--- config.mk ---
export PLATFORM = sky130hd
export DESIGN_NAME = counter_array
export DESIGN_NICKNAME = d
export VERILOG_FILES = /design/src/inc/counter_array_pkg.sv /design/src/hdl/edge_sync.sv /design/src/hdl/counter_array.sv
export SDC_FILE = /design/constraint.sdc
export NUM_CORES = 1
export LEC_CHECK = 0
export ABC_AREA = 1
export BUFFER_PORTS_ARGS = -buffer_cell sky130_fd_sc_hd__buf_2
export CAP_MARGIN = 5
export CORE_AREA = 2 2 68 118
export CTS_CLUSTER_SIZE = 20
export DETAILED_ROUTE_END_ITERATION = 8
export DIE_AREA = 0 0 70 120
export GPL_ROUTABILITY_DRIVEN = 0
export HOLD_SLACK_MARGIN = 0.1
export MAX_ROUTING_LAYER = met4
export PLACE_DENSITY_LB_ADDON = 0.05
export SYNTH_ARGS = -nofsm -noshare
export SYNTH_HDL_FRONTEND = slang
export SYNTH_SLANG_ARGS = --single-unit
--- constraint.sdc ---
create_clock -name sys_clk -period 1.85 [get_ports sys_clk]
set_input_delay 0.185 -clock sys_clk [delete_from_list [all_inputs] [get_ports sys_clk]]
set_output_delay 0.185 -clock sys_clk [all_outputs]
set_load 0.01 [all_outputs]
--- src/inc/counter_array_pkg.sv ---
// Package: register map, field layout and timebase codes for the counter array core
package counter_array_pkg;

   // Register byte offsets on the APB slave
   localparam logic [7:0] OFS_COUNT_LOW  = 8'h00;
   localparam logic [7:0] OFS_COUNT_HIGH = 8'h04;
   localparam logic [7:0] OFS_MODE       = 8'h08;
   localparam logic [7:0] OFS_STATUS     = 8'h0C;
   localparam logic [7:0] OFS_MASK       = 8'h10;
   localparam logic [7:0] OFS_CONTROL    = 8'h14;

   // Mode register field positions
   localparam int MODE_IRQ_EN_BIT   = 0;
   localparam int MODE_TB_LSB       = 1;
   localparam int MODE_TB_MSB       = 3;
   localparam int MODE_WDOG_BIT     = 6;
   localparam int MODE_IDLE_BIT     = 7;

   // Status and mask bit positions (same layout)
   localparam int STAT_OVF_BIT      = 0;
   localparam int STAT_REFUSED_BIT  = 1;
   localparam int STAT_WIDTH        = 2;

   // Control register bit positions
   localparam int CTRL_RUN_BIT      = 0;

   // Reset values
   localparam logic [7:0]            MODE_RESET  = 8'h40;
   localparam logic [STAT_WIDTH-1:0] MASK_RESET  = 2'h3;
   localparam logic [15:0]           COUNT_RESET = 16'h0000;
   localparam logic [15:0]           COUNT_MAX   = 16'hFFFF;

   // Timebase codes of timebase_select
   typedef enum logic [2:0] {
      TB_DIV12   = 3'h0,
      TB_DIV4    = 3'h1,
      TB_TIMER0  = 3'h2,
      TB_EXTPIN  = 3'h3,
      TB_SYSCLK  = 3'h4,
      TB_EXTOSC  = 3'h5
   } timebase_e;

   // Divider terminal counts (count runs 0 .. N-1)
   localparam logic [3:0] DIV12_LAST  = 4'hB;
   localparam logic [3:0] DIV4_LAST   = 4'h3;
   localparam logic [3:0] DIVOSC_LAST = 4'h7;

endpackage : counter_array_pkg

--- src/hdl/edge_sync.sv ---
// Two-flop synchroniser with registered rise and fall pulses for an asynchronous input
`timescale 1ns/1ps
module edge_sync (
   input  wire logic sys_clk,
   input  wire logic rstn,
   input  wire logic asyncIn,
   output logic      risePulse,
   output logic      fallPulse
);

   logic syncFirst;
   logic syncSecond;
   logic syncPrev;

   // First flop is read only by the second, metastability settles here
   always_ff @(posedge sys_clk or negedge rstn) begin
      if (!rstn) begin
         syncFirst  <= 1'b1;
         syncSecond <= 1'b1;
         syncPrev   <= 1'b1;
      end else begin
         syncFirst  <= asyncIn;
         syncSecond <= syncFirst;
         syncPrev   <= syncSecond;
      end
   end

   // Edge pulses come from flops so the consumer sees a clean one-cycle event
   always_ff @(posedge sys_clk or negedge rstn) begin
      if (!rstn) begin
         risePulse <= 1'b0;
         fallPulse <= 1'b0;
      end else begin
         risePulse <= syncSecond & ~syncPrev;
         fallPulse <= ~syncSecond & syncPrev;
      end
   end

endmodule // edge_sync

--- src/hdl/counter_array.sv ---
// Counter array core: 16-bit counter, selectable timebase, snapshot readout, APB registers
`timescale 1ns/1ps

// Contract
// - Counter is 16 bits, read and written as separate low and high byte registers.
// - Reading the low byte snapshots the high byte; next high read returns it.
// - Byte reads and snapshot capture never disturb counting.
// - Timebase 000 sysclk/12, 001 sysclk/4, 010 timer 0 overflow, 100 sysclk.
// - Timebase 011 counts falling edges of the external count input, max sysclk/4.
// - Timebase 101 counts external oscillator divided by 8, synchronised first.
// - Wrap from FFFF to 0000 sets the overflow flag, except when a refused counter byte write lands in the wrap cycle.
// - Overflow raises an interrupt only while the overflow interrupt enable is set.
// - Flag stays set after service; software clears it explicitly.
// - Idle control clear lets the counter run while the processor idles.
// - Watchdog mode is on after reset and restricts certain register writes.
module counter_array
   import counter_array_pkg::*;
(
   input  wire logic        sys_clk,
   input  wire logic        rstn,
   input  wire logic        psel,
   input  wire logic        penable,
   input  wire logic        pwrite,
   input  wire logic [7:0]  paddr,
   input  wire logic [31:0] pwdata,
   output logic [31:0]      prdata,
   output logic             pready,
   output logic             pslverr,
   input  wire logic        extCountInput,
   input  wire logic        extOscSource,
   input  wire logic        timer0Overflow,
   input  wire logic        cpuIdle,
   output logic             irq,
   output logic             watchdogMode
);

   // Wrapping modulo counter step, shared by both prescalers and the osc divider
   function automatic logic [3:0] wrapStep(input logic [3:0] cur, input logic [3:0] last);
      wrapStep = (cur == last) ? 4'h0 : 4'(cur + 4'h1);
   endfunction

   // Zero-extend a byte into a bus word
   function automatic logic [31:0] byteWord(input logic [7:0] b);
      byteWord = {24'h000000, b};
   endfunction

   // Registers and state
   logic [15:0]           count;
   logic [7:0]            highSnapshot;
   logic                  snapshotValid;
   logic [7:0]            mode;
   logic [STAT_WIDTH-1:0] status;
   logic [STAT_WIDTH-1:0] mask;
   logic                  runEnable;
   logic [3:0]            div12Count;
   logic [3:0]            div4Count;
   logic [3:0]            oscCount;
   logic                  oscTick;
   logic                  extPinFall;
   logic                  oscRise;

   // Bus decode terms
   logic       accessPhase;
   logic       writeCommit;
   logic       readSample;
   logic       addrHit;
   logic       hitLow;
   logic       hitHigh;
   logic       hitMode;
   logic       hitStatus;
   logic       hitMask;
   logic       hitControl;

   // Counter terms
   logic       div12Tick;
   logic       div4Tick;
   logic       tick;
   logic       counting;
   logic       wrapEvent;
   logic       refusedEvent;
   logic       wdogLocked;
   timebase_e  timebase;

   // External pin, falling edges wanted, at most a quarter of the clock rate
   edge_sync u_pin_sync (
      .sys_clk   (sys_clk),
      .rstn      (rstn),
      .asyncIn   (extCountInput),
      .risePulse (),
      .fallPulse (extPinFall)
   );

   // External oscillator sampled here; it must run below half the clock rate
   edge_sync u_osc_sync (
      .sys_clk   (sys_clk),
      .rstn      (rstn),
      .asyncIn   (extOscSource),
      .risePulse (oscRise),
      .fallPulse ()
   );

   // APB phases: one wait state, so every access completes on its second access edge
   assign accessPhase = psel & penable;
   assign writeCommit = accessPhase & pready & pwrite;
   assign readSample  = accessPhase & ~pready & ~pwrite;

   // Address decode
   always_comb begin
      hitLow     = 1'b0;
      hitHigh    = 1'b0;
      hitMode    = 1'b0;
      hitStatus  = 1'b0;
      hitMask    = 1'b0;
      hitControl = 1'b0;
      if (paddr == OFS_COUNT_LOW) begin
         hitLow = 1'b1;
      end else if (paddr == OFS_COUNT_HIGH) begin
         hitHigh = 1'b1;
      end else if (paddr == OFS_MODE) begin
         hitMode = 1'b1;
      end else if (paddr == OFS_STATUS) begin
         hitStatus = 1'b1;
      end else if (paddr == OFS_MASK) begin
         hitMask = 1'b1;
      end else if (paddr == OFS_CONTROL) begin
         hitControl = 1'b1;
      end
   end

   assign addrHit = hitLow | hitHigh | hitMode | hitStatus | hitMask | hitControl;

   // Watchdog mode locks the counter bytes and all mode fields but the watchdog bit
   assign wdogLocked = mode[MODE_WDOG_BIT];
   assign timebase   = timebase_e'(mode[MODE_TB_MSB:MODE_TB_LSB]);

   // Ready pulses high for one cycle after the first access cycle
   always_ff @(posedge sys_clk or negedge rstn) begin
      if (!rstn) begin
         pready <= 1'b0;
      end else begin
         pready <= accessPhase & ~pready;
      end
   end

   // Error answer for unmapped addresses, valid together with ready
   always_ff @(posedge sys_clk or negedge rstn) begin
      if (!rstn) begin
         pslverr <= 1'b0;
      end else begin
         pslverr <= accessPhase & ~pready & ~addrHit;
      end
   end

   // Read data, loaded in the cycle before ready so it is stable at completion
   always_ff @(posedge sys_clk or negedge rstn) begin
      if (!rstn) begin
         prdata <= 32'h00000000;
      end else if (readSample) begin
         if (hitLow) begin
            prdata <= byteWord(count[7:0]);
         end else if (hitHigh) begin
            prdata <= byteWord(snapshotValid ? highSnapshot : count[15:8]);
         end else if (hitMode) begin
            prdata <= byteWord(mode);
         end else if (hitStatus) begin
            prdata <= {{(32-STAT_WIDTH){1'b0}}, status};
         end else if (hitMask) begin
            prdata <= {{(32-STAT_WIDTH){1'b0}}, mask};
         end else if (hitControl) begin
            prdata <= {31'h0, runEnable};
         end else begin
            prdata <= 32'h00000000;
         end
      end
   end

   // Snapshot of the high byte taken in the same cycle the low byte is sampled.
   // Taking both from one clock edge keeps the pair coherent across a carry.
   always_ff @(posedge sys_clk or negedge rstn) begin
      if (!rstn) begin
         highSnapshot  <= 8'h00;
         snapshotValid <= 1'b0;
      end else if (readSample & hitLow) begin
         highSnapshot  <= count[15:8];
         snapshotValid <= 1'b1;
      end else if (readSample & hitHigh) begin
         snapshotValid <= 1'b0;
      end
   end

   // Mode register; watchdog enabled from reset, other fields frozen while it is on
   always_ff @(posedge sys_clk or negedge rstn) begin
      if (!rstn) begin
         mode <= MODE_RESET;
      end else if (writeCommit & hitMode) begin
         if (wdogLocked) begin
            mode[MODE_WDOG_BIT] <= pwdata[MODE_WDOG_BIT];
         end else begin
            mode <= pwdata[7:0];
         end
      end
   end

   // Registered copy of watchdog state for the rest of the array
   always_ff @(posedge sys_clk or negedge rstn) begin
      if (!rstn) begin
         watchdogMode <= 1'b1;
      end else begin
         watchdogMode <= mode[MODE_WDOG_BIT];
      end
   end

   // Run control lives outside the locked mode register
   always_ff @(posedge sys_clk or negedge rstn) begin
      if (!rstn) begin
         runEnable <= 1'b0;
      end else if (writeCommit & hitControl) begin
         runEnable <= pwdata[CTRL_RUN_BIT];
      end
   end

   // Mask register, same layout as status
   always_ff @(posedge sys_clk or negedge rstn) begin
      if (!rstn) begin
         mask <= MASK_RESET;
      end else if (writeCommit & hitMask) begin
         mask <= pwdata[STAT_WIDTH-1:0];
      end
   end

   // Fixed prescalers run freely so a timebase change never sees a stale phase
   always_ff @(posedge sys_clk or negedge rstn) begin
      if (!rstn) begin
         div12Count <= 4'h0;
         div4Count  <= 4'h0;
      end else begin
         div12Count <= wrapStep(div12Count, DIV12_LAST);
         div4Count  <= wrapStep(div4Count, DIV4_LAST);
      end
   end

   assign div12Tick = (div12Count == DIV12_LAST);
   assign div4Tick  = (div4Count == DIV4_LAST);

   // Oscillator divide by eight on synchronised rising edges
   always_ff @(posedge sys_clk or negedge rstn) begin
      if (!rstn) begin
         oscCount <= 4'h0;
         oscTick  <= 1'b0;
      end else begin
         oscTick <= oscRise & (oscCount == DIVOSC_LAST);
         if (oscRise) begin
            oscCount <= wrapStep(oscCount, DIVOSC_LAST);
         end
      end
   end

   // Timebase selection; reserved codes give no ticks at all
   always_comb begin
      case (timebase)
         TB_DIV12:  tick = div12Tick;
         TB_DIV4:   tick = div4Tick;
         TB_TIMER0: tick = timer0Overflow;
         TB_EXTPIN: tick = extPinFall;
         TB_SYSCLK: tick = 1'b1;
         TB_EXTOSC: tick = oscTick;
         default:   tick = 1'b0;
      endcase
   end

   // Idle suspends counting only when idle control asks for it
   assign counting  = runEnable & ~(mode[MODE_IDLE_BIT] & cpuIdle);
   assign wrapEvent = counting & tick & (count == COUNT_MAX) & ~(writeCommit & (hitLow | hitHigh));

   // Counter: an accepted byte write wins over a tick in the same cycle; a refused one lets the tick count; reads never touch it
   always_ff @(posedge sys_clk or negedge rstn) begin
      if (!rstn) begin
         count <= COUNT_RESET;
      end else if (writeCommit & hitLow & ~wdogLocked) begin
         count[7:0] <= pwdata[7:0];
      end else if (writeCommit & hitHigh & ~wdogLocked) begin
         count[15:8] <= pwdata[7:0];
      end else if (counting & tick) begin
         count <= 16'(count + 16'h0001);
      end
   end

   // Refused writes are reported so software can see the watchdog lock
   // A mode write counts as refused when any bit other than the watchdog bit is one
   assign refusedEvent = writeCommit & wdogLocked & (hitLow | hitHigh |
                         (hitMode & (pwdata[MODE_IDLE_BIT] |
                                     (pwdata[MODE_WDOG_BIT-1:0] != '0))));

   // Sticky status, write one to clear; a new event wins over the clear
   always_ff @(posedge sys_clk or negedge rstn) begin
      if (!rstn) begin
         status <= '0;
      end else begin
         if (wrapEvent) begin
            status[STAT_OVF_BIT] <= 1'b1;
         end else if (writeCommit & hitStatus & pwdata[STAT_OVF_BIT]) begin
            status[STAT_OVF_BIT] <= 1'b0;
         end
         if (refusedEvent) begin
            status[STAT_REFUSED_BIT] <= 1'b1;
         end else if (writeCommit & hitStatus & pwdata[STAT_REFUSED_BIT]) begin
            status[STAT_REFUSED_BIT] <= 1'b0;
         end
      end
   end

   // Interrupt level; overflow needs both its enable bit and its mask bit
   always_ff @(posedge sys_clk or negedge rstn) begin
      if (!rstn) begin
         irq <= 1'b0;
      end else begin
         irq <= (status[STAT_OVF_BIT] & mask[STAT_OVF_BIT] & mode[MODE_IRQ_EN_BIT])
              | (status[STAT_REFUSED_BIT] & mask[STAT_REFUSED_BIT]);
      end
   end

endmodule // counter_array

==> results.md, run 1 <==
* Status: finished, final reports clean
* Initial DRC count at 211
* Clock Path Buffers at 2
* Final setup viols at 0
* GR Overflow Total at 0
* Critical Path RT at 2.08 ns
* CTS tree: done
* Leak at 2.279 nW
* Final WS setup at 0.2680 ns
* Cts hold-fix bufs at 3
* Hold path depth at 3
* Final Hold Vio Count at 0
* Core Util, Final at 61.02%
* Vias at 3464
* Post-CTS Resized at 0
* WL/cell at 14.77 µm
* Min-delay worst type: input pin to register
* Most frequent cells in the layout: nand2_1, dfrtp_1, inv_1, nand3_1, buf_2
* Die X at 70 µm
* Setup Skew at 0.005427 ns
* FILL cells at 675
* Yosys cell types at 36
* Worst-path clk slew at 0.06 ns
* Post-synthesis mux area share at 0.5644%
* CTS root buf: clkbuf_16
* Ant. Diodes at 0
* Port bufs at 36
* Vias per cell at 5.241
* Core area at 7462 µm²
* Rows at 42
* H-tree Lvls at 3
* Largest net degree at the start of global routing at 41
* Average footprint of a synthesized cell at 7.658 µm²
* Peak Freq at 0.6321 GHz
* Maxcap violations at 0
* Area grow syn2layout at 14.11%
* Fin Setup TNS at 0 ns
* Parity-gate share of the synthesized area counting xor and xnor cells at 1.537%
* Synthesis Warnings at 0
* Hold-critical path endpoint: count[4]
* Critical Path AT at 1.81 ns
* First-pass GRT wire length at 16360 µm
* RSZ-0062 raised after global routing: false
* Synth area leaders: dfrtp_1, nand2_1, dfstp_2, nand3_1, buf_4
* FF-to-FF End: count[14]
* Die Y at 120 µm
* Cell Area, Synth at 3990 µm²
* Initial Util at 53.47%
* Crit start category: register
* R2R Setup Slk at 0.27 ns
* Final #Nets at 621
* Largest fanout on the critical path at 5
* Relative slew slack at 63.71%
* Final wirelength at 9762 µm
* Die ar. at 8400 µm²
* Post-synthesis simple-gate area fraction at 32.05%
* Layout cells sized above 1 at 18.32%
* Final instance area at 4553 µm²
* Adder-cell share of the synthesized area at 1.254%
* Final Critical Period at 1.582 ns
* Synth top area share at 38.26%
* Slew @ Worst Pin at 0.5444 ns
* DP Cell Count at 642
* Slew Viols, Final at 0
* Post-CTS Setup Inserts at 0
* Period utilization at 85.52%
* Crit path kind: register to register
* Placed wire-length estimate at 7479 µm
* Worst Setup End Kind: register
* FF+latch area at 1789 µm²
* I/O pins at 85
* GRT Util Overall at 25.73%
* Layout Cells excl Fill at 661
* Synthesized instance count at 521
* Hold WS at 0.1181 ns
* Pre-CTS setup slack at 0.2716 ns
* Synth Register Bits at 71
* Post-synth top area cell: dfrtp_1
* Area of the multi-input gates at 1849 µm²
* Hold_sp: pwdata[4]
* Worst R2R Path Depth at 11
* Power Total at 3.871 mW
* Clock Sinks at 71
* DR pass1 iterations at 4
* CP startpoint: count[1]
* Later-pin clock latency in the skew report at 0.33 ns
* Largest family of logic cells by synthesized area: simple AND/OR/NAND/NOR gates
* Max VDD drop at 0.0004969 V
* CTS buffer count at 9
* DRC at 0
* Commonest non-fill, non-tap cell in the layout: nand2_1
* PwrDens at 850.1 nW/µm²
* DP Area at 4199 µm²
* Vias in the first global route at 3496
* Routed Antenna Nets at 0
* Seq/Total Area, Yosys at 44.84%
* Compound-cell area share of the yosys netlist at 8.686%
* Initial antenna violation count at 0
* RR Startpoint: count[1]
==> state kept, by name, summed over array words and instances (netlist names), 2 cells and up <==
register,count
div4Count,4
count,16
status,2
mode,8
highSnapshot,8
div12Count,4
prdata,8
oscCount,4
mask,2
==> worst max-delay path, stage by stage, from the launching register on <==
cell and delay [ns]:
dfrtp_1 0.45, ha_1 0.24, nand3_1 0.11, nor2_2 0.14, buf_4 0.14, nand3_1 0.07, nand2_1 0.07, nand2_1 0.04
nand2_1 0.05, nand2_1 0.06, nand2_1 0.06, nand2_1 0.04
==> worst max-delay path by stage <==
stage                      to  slack (ns)
floorplan           count[10]        0.51
global placement     count[8]        0.27
detailed placement  count[12]        0.27
CTS                  count[4]        0.25
global route        count[14]         0.1
finish              count[14]        0.27
==> cell families after synthesis <==
group                      count (synthesis)
AOI/OAI and AO/OA                         63
xor gates and xnor gates                   7
adders and majority gates                  4
buffers and inverters                     87
DFF                                       71
muxes                                      2
other                                      1
and+or+nand+nor                          286
==> synthesized netlist by cell type (all sizes together) <==
library cell,number
a21boi,1
a21oi,12
a31oi,6
a32o,1
buf,32
clkbuf,1
conb,1
dfrtp,61
dfstp,10
ha,4
inv,54
mux2,2
nand2,174
nand3,49
nand3b,1
nand4,9
nor2,47
nor3,4
nor4,1
o21ai,41
o31ai,2
or2,1
xnor2,1
xor2,6
==> power by group <==
part,total (mW),internal [mW],switching [mW]
Clock,1.87,1.22,0.652
Sequential,1.69,1.64,0.0490
Combinational,0.313,0.114,0.199
Total,3.87,2.97,0.900
==> layer usage <==
layer	wire length, µm	GRT usage (%)
met5	0	-
met4	658	19.11
met3	395	4.450
met2	5081	42.44
met1	3626	27.26
==> layout make-up <==
class / instances / area share [%]
Clock buffer: 11 / 5.331
Clock inverter: 5 / 1.786
Inverter: 54 / 4.507
Multi-Input combinational cell: 386 / 40.62
Sequential cell: 71 / 39.30
Tap cell: 88 / 2.418
Timing Repair Buffer: 46 / 6.046
No activity file was read; power rests on OpenSTA's default activity.
==> run 2: changes to the inputs <==
--- a/config.mk
+++ b/config.mk
@@ -15,7 +15,7 @@
 export GPL_ROUTABILITY_DRIVEN = 0
 export HOLD_SLACK_MARGIN = 0.1
 export MAX_ROUTING_LAYER = met4
-export PLACE_DENSITY_LB_ADDON = 0.05
+export PLACE_DENSITY = 0.82
 export SYNTH_ARGS = -nofsm -noshare
 export SYNTH_HDL_FRONTEND = slang
 export SYNTH_SLANG_ARGS = --single-unit
==> results.md, run 2 (same netlist as run 1, synthesis figures left out) <==
* Maxcap violations at 0 (unchanged)
* Clock Sinks at 71 (unchanged)
* Final setup viols at 0 (unchanged)
* Final wirelength at 9473 µm (-3.0%)
* Final Critical Period at 1.742 ns (+0.1595 ns)
* Max FFs per register at 16 (unchanged)
* Largest net degree at the start of global routing at 67 (+63%)
* Final #Nets at 620 (-0.16%)
* Crit start category: register
* Leak at 2.301 nW (+0.97%)
* Initial antenna violation count at 0 (unchanged)
* Max VDD drop at 0.0006134 V (+23%)
* First-pass GRT wire length at 15660 µm (-4.3%)
* Fin Setup TNS at 0 ns (unchanged)
* Worst-path clk slew at 0.06 ns (about the same)
* Die Y at 120 µm (unchanged)
* Vias in the first global route at 3436 (-1.7%)
* WL/cell at 14.35 µm (-2.8%)
* GRT Util Overall at 24.61% (-1.1 points)
* Status: finished, final reports clean
* CP dominant cell by count: nand2_1
* Peak Freq at 0.5742 GHz (-9.2%)
* Critical Path RT at 2.11 ns (+0.03 ns)
* Layout cells sized above 1 at 18.36% (+0.032 points)
* Commonest non-fill, non-tap cell in the layout: nand2_1
* CTS tree: done
* Min-delay worst type: input pin to register
* FILL cells at 643 (-4.7%)
* CTS root buf: clkbuf_16
* Most frequent cells in the layout: nand2_1, dfrtp_1, inv_1, nand3_1, buf_2
* DRC at 0 (unchanged)
* Die X at 70 µm (unchanged)
* Crit path buf inv count at 0 (-1)
* RSZ-0062 raised after global routing: false
* Placed wire-length estimate at 6969 µm (-6.8%)
* H-tree Lvls at 3 (unchanged)
* Core Util, Final at 61.67% (+0.65 points)
* Initial DRC count at 232 (+10%)
* Critical Path AT at 2.01 ns (+0.20 ns)
* Core area at 7462 µm² (unchanged)
* Routed Antenna Nets at 0 (unchanged)
* GR Overflow Total at 0 (unchanged)
* DR pass1 iterations at 5 (+1)
* Post-CTS Resized at 0 (unchanged)
* Vias at 3563 (+2.9%)
* Worst Setup End Kind: register
* Setup Skew at 0.002745 ns (-0.002682 ns)
* Area grow syn2layout at 15.33%
* Crit-path slowest cell: dfrtp_1
* Slew Viols, Final at 0 (unchanged)
* Later-pin clock latency in the skew report at 0.33 ns (about the same)
* Vias per cell at 5.398 (+3.0%)
* Largest fanout on the critical path at 5 (unchanged)
* Period utilization at 94.14% (+8.6 points)
* CTS buffer count at 9 (unchanged)
* Final Hold Vio Count at 0 (unchanged)
* Port bufs at 36 (unchanged)
* Final instance area at 4602 µm² (+1.1%)
* CP delay by family, top: simple AND/OR/NAND/NOR gates
* Crit path kind: register to register
* Clock Path Buffers at 2 (unchanged)
* PwrDens at 904.0 nW/µm² (+6.3%)
* Die ar. at 8400 µm² (unchanged)
* Worst path cell trace: ha_1 -> nand3_1 -> nor2_2 -> nand2_1 -> nor4_1 -> nand3b_1 -> nand2_1
* CP peak stage delay at 0.41 ns (-0.04 ns)
* Reg with most FFs: count
* Power Total at 4.160 mW (+7.5%)
* Ant. Diodes at 0 (unchanged)
* DP Area at 4192 µm² (-0.18%)
* I/O pins at 85 (unchanged)
* Rows at 42 (unchanged)
* Initial Util at 53.47% (unchanged)
* Post-CTS Setup Inserts at 0 (unchanged)
-- run 2: cell types whose count changed in the layout (fill, tap and decap cells not counted), sizes merged --
cell    change
clkinv      -2
bufinv      +2
buf         -1
-- run 2: power by group --
| group | internal, mW | switching (mW) |
|---|---|---|
| sequential | 1.64 | 0.0500 |
| clock | 1.53 | 0.638 |
| combinational | 0.111 | 0.194 |
| total | 3.28 | 0.882 |
-- run 2: layout make-up --
class | instances | area (µm²) | area share [%]
Timing Repair Buffer | 45 | 267.8 | 5.818
Inverter | 54 | 205.2 | 4.459
Tap cell | 88 | 110.1 | 2.393
Multi-Input combinational cell | 386 | 1849 | 40.18
Sequential cell | 71 | 1789 | 38.88
Clock inverter | 5 | 127.6 | 2.773
Clock buffer | 11 | 252.7 | 5.492
-- run 2: worst paths after layout --
path,start,to,slack (ns),cells after the start
worst max-delay path,count[0],status[0],0.11,7
worst min-delay path,pwdata[4],count[4],0.13,3
worst max register to register,count[0],status[0],0.11,7
worst min register to register,u_osc_sync.syncFirst,u_osc_sync.syncSecond,0.35,0
max in group asynchronous,rstn,watchdogMode,1.02,3
min in group asynchronous,rstn,u_pin_sync.syncFirst,0.41,2
-- run 2: timing repair --
item	in CTS	in global routing
hold buffers	3	0
hold endpoints to repair	68	0
setup endpoints to repair	0	0
-- run 2: per-layer routing --
| metal | part of all wire (%) | track usage (%) | vias to the layer above | wire, µm |
|---|---|---|---|---|
| li1 | - | - | 1720 | - |
| met1 | 36 | 25.14 | 1630 | 3398 |
| met2 | 52 | 41.43 | 167 | 4893 |
| met3 | 5.7 | 4.450 | 46 | 543 |
| met4 | 6.7 | 18.39 | 0 | 638 |
| met5 | 0 | - | - | 0 |
-- run 2: per-stage QoR --
stage | hold slack (ns) | worst slack (ns) | instances
floorplan | -0.1106 | 0.5110 | 544
global placement | 0.2162 | 0.3477 | 641
detailed placement | 0.2219 | 0.2542 | 641
CTS | 0.1124 | 0.1628 | 660
global route | 0.1315 | 0.02313 | 660
finish | 0.1303 | 0.1085 | 660
-- run 2: worst min-delay path: stages --
cell	delay, ns
buf_2	0.11
nand2_1	0.05
nand3_1	0.07
==> run 3: changes to the inputs <==
--- a/config.mk
+++ b/config.mk
@@ -8,14 +8,15 @@
 export ABC_AREA = 1
 export BUFFER_PORTS_ARGS = -buffer_cell sky130_fd_sc_hd__buf_2
 export CAP_MARGIN = 5
-export CORE_AREA = 2 2 68 118
+export CORE_AREA = 2 2 99 82
+export CTS_BUF_LIST = sky130_fd_sc_hd__clkbuf_16
 export CTS_CLUSTER_SIZE = 20
 export DETAILED_ROUTE_END_ITERATION = 8
-export DIE_AREA = 0 0 70 120
+export DIE_AREA = 0 0 101 84
 export GPL_ROUTABILITY_DRIVEN = 0
 export HOLD_SLACK_MARGIN = 0.1
 export MAX_ROUTING_LAYER = met4
-export PLACE_DENSITY = 0.82
+export PLACE_DENSITY = 0.81
 export SYNTH_ARGS = -nofsm -noshare
 export SYNTH_HDL_FRONTEND = slang
 export SYNTH_SLANG_ARGS = --single-unit
==> results.md, run 3 (same netlist as run 1, synthesis figures left out) <==
* Initial DRC count at 322 (+39%)
* Final #Nets at 619 (-0.16%)
* Clock power frac at 43.7% (-8.3 points)
* RR Startpoint: div12Count[0]
* Net switching power at 919.5 µW (+4.2%)
* FILL cells at 674 (+4.8%)
* Slew Viols, Final at 0 (unchanged)
* Vias in the first global route at 3384 (-1.5%)
* Final Critical Period at 1.642 ns (-0.1000 ns)
* H-tree Lvls at 3 (unchanged)
* Max FFs per register at 16 (unchanged)
* Clock Path Buffers at 2 (unchanged)
* FF+latch area at 1789 µm² (unchanged)
* WL/cell at 13.72 µm (-4.4%)
* Final wirelength at 9109 µm (-3.8%)
* CTS root buf: clkbuf_16
* Post-CTS Resized at 0 (unchanged)
* Reg with most FFs: count
* Peak Freq at 0.6092 GHz (+6.1%)
* Hold-critical path endpoint: mode[6]
* Min-delay worst type: input pin to register
* Period utilization at 88.73% (-5.4 points)
* Largest net degree at the start of global routing at 72 (+7.5%)
* Maxcap violations at 0 (unchanged)
* Rows at 29 (-31%)
* Vias per cell at 5.277 (-2.2%)
* DRC at 0 (unchanged)
* GRT Util Overall at 23.60% (-1.0 points)
* Hold path depth at 3 (unchanged)
* I/O pins at 85 (unchanged)
* Ant. Diodes at 0 (unchanged)
* CTS buffer count at 9 (unchanged)
* CTS tree: done
* RSZ-0062 raised after global routing: false
* Crit path kind: register to register
* Area grow syn2layout at 12.45%
* Leak at 2.244 nW (-2.5%)
* Initial Util at 52.36% (-1.1 points)
* Layout cells sized above 1 at 17.86% (-0.49 points)
* Worst-path clk slew at 0.06 ns (about the same)
* Setup Skew at 0.006595 ns (+0.003850 ns)
* Final instance area at 4487 µm² (-2.5%)
* FF-to-FF End: count[9]
* Largest fanout on the critical path at 8 (+3)
* DP Area at 4190 µm² (about the same)
* R2R Setup Slk at 0.21 ns (+0.10 ns)
* Critical Path AT at 1.92 ns (-0.09 ns)
* Cts hold-fix bufs at 3 (unchanged)
* Area of the multi-input gates at 1849 µm² (unchanged)
* GR Overflow Total at 0 (unchanged)
* Routed Antenna Nets at 0 (unchanged)
* Initial antenna violation count at 0 (unchanged)
* Core area at 7620 µm² (+2.1%)
* Status: finished, final reports clean
* Die Y at 84 µm (-30%)
* Crit start category: register
* Vias at 3504 (-1.7%)
* Reg power frac at 47.5% (+6.9 points)
* Commonest non-fill, non-tap cell in the layout: nand2_1
* Post-CTS Setup Inserts at 0 (unchanged)
* Sw frac at 25.80% (+4.6 points)
* Hold_sp: pwdata[6]
* Worst R2R Path Depth at 10 (+3)
* Die X at 101 µm (+44%)
* Max VDD drop at 0.0006283 V (+2.4%)
* Comb pwr share at 8.8% (+1.4 points)
* Int Pwr at 2.645 mW (-19%)
* PwrDens at 794.4 nW/µm² (-12%)
* Final setup viols at 0 (unchanged)
* Critical Path RT at 2.12 ns (about the same)
* Die ar. at 8484 µm² (+1.0%)
* Final Hold Vio Count at 0 (unchanged)
* Most frequent cells in the layout: nand2_1, dfrtp_1, inv_1, nand3_1, buf_2
* Power Total at 3.565 mW (-14%)
* Port bufs at 36 (unchanged)
* Later-pin clock latency in the skew report at 0.34 ns (about the same)
* Fin Setup TNS at 0 ns (unchanged)
* DR pass1 iterations at 5 (unchanged)
* Clock Sinks at 71 (unchanged)
* Worst Setup End Kind: register
* Placed wire-length estimate at 6643 µm (-4.7%)
* First-pass GRT wire length at 15320 µm (-2.1%)
[run 3: power by group through the flow]
| stage | Sequential [mW] | Clock [mW] | Combinational [mW] |
|---|---|---|---|
| after detailed placement | 1.72 | 0 | 0.308 |
| after floorplan | 1.72 | 0 | 0.199 |
| final | 1.69 | 1.56 | 0.313 |
| after CTS | 1.69 | 1.57 | 0.316 |
| after global placement | 1.71 | 0 | 0.292 |
| after global routing | 1.70 | 1.63 | 0.359 |
[run 3: worst max-delay path: stages (launching register included)]
cell and delay (ns):
dfrtp_1 0.40, ha_1 0.23, nand2_1 0.10, inv_1 0.08, nand3_1 0.09, nand3_1 0.13
nand2_2 0.17, nand2_1 0.08, nand2_2 0.15, nand2_1 0.07, nand2_1 0.07
[run 3: routing by layer]
| metal | share of wire, % | GRT usage, % |
|---|---|---|
| met2 | 45 | 34.79 |
| met5 | 0 | - |
| met3 | 8.2 | 7.454 |
| met1 | 45 | 31.43 |
| met4 | 1.2 | 6.880 |
[run 3: worst max-delay path by stage]
stage / start / to / cells past startpoint
5_1_grt: div12Count[0] / count[13] / 9
6_report: div12Count[0] / count[9] / 10
3_3_place_gp: div12Count[0] / count[8] / 10
4_1_cts: div12Count[0] / count[9] / 10
3_5_place_dp: div12Count[0] / count[9] / 10
2_1_floorplan: div12Count[0] / count[10] / 10
[run 3: stage by stage]
stage	util (%)	instances	worst slack (ns)	hold WS (ns)
6_report	58.88	664	0.2085	0.1179
5_1_grt	58.88	664	0.03267	0.1431
4_1_cts	58.88	664	0.1850	0.1177
3_5_place_dp	54.99	645	0.2553	0.2477
3_3_place_gp	54.99	645	0.3382	0.2349
2_1_floorplan	-	544	0.5110	-0.1106
[run 3: layout make-up]
type / count / share of cell area (%)
flip-flops and latches: 71 / 39.88
inverters: 54 / 4.573
clock inverters: 7 / 0.9202
well taps: 93 / 2.593
multi-input cells: 386 / 41.22
clock buffers: 9 / 5.020
repair buffers: 44 / 5.800
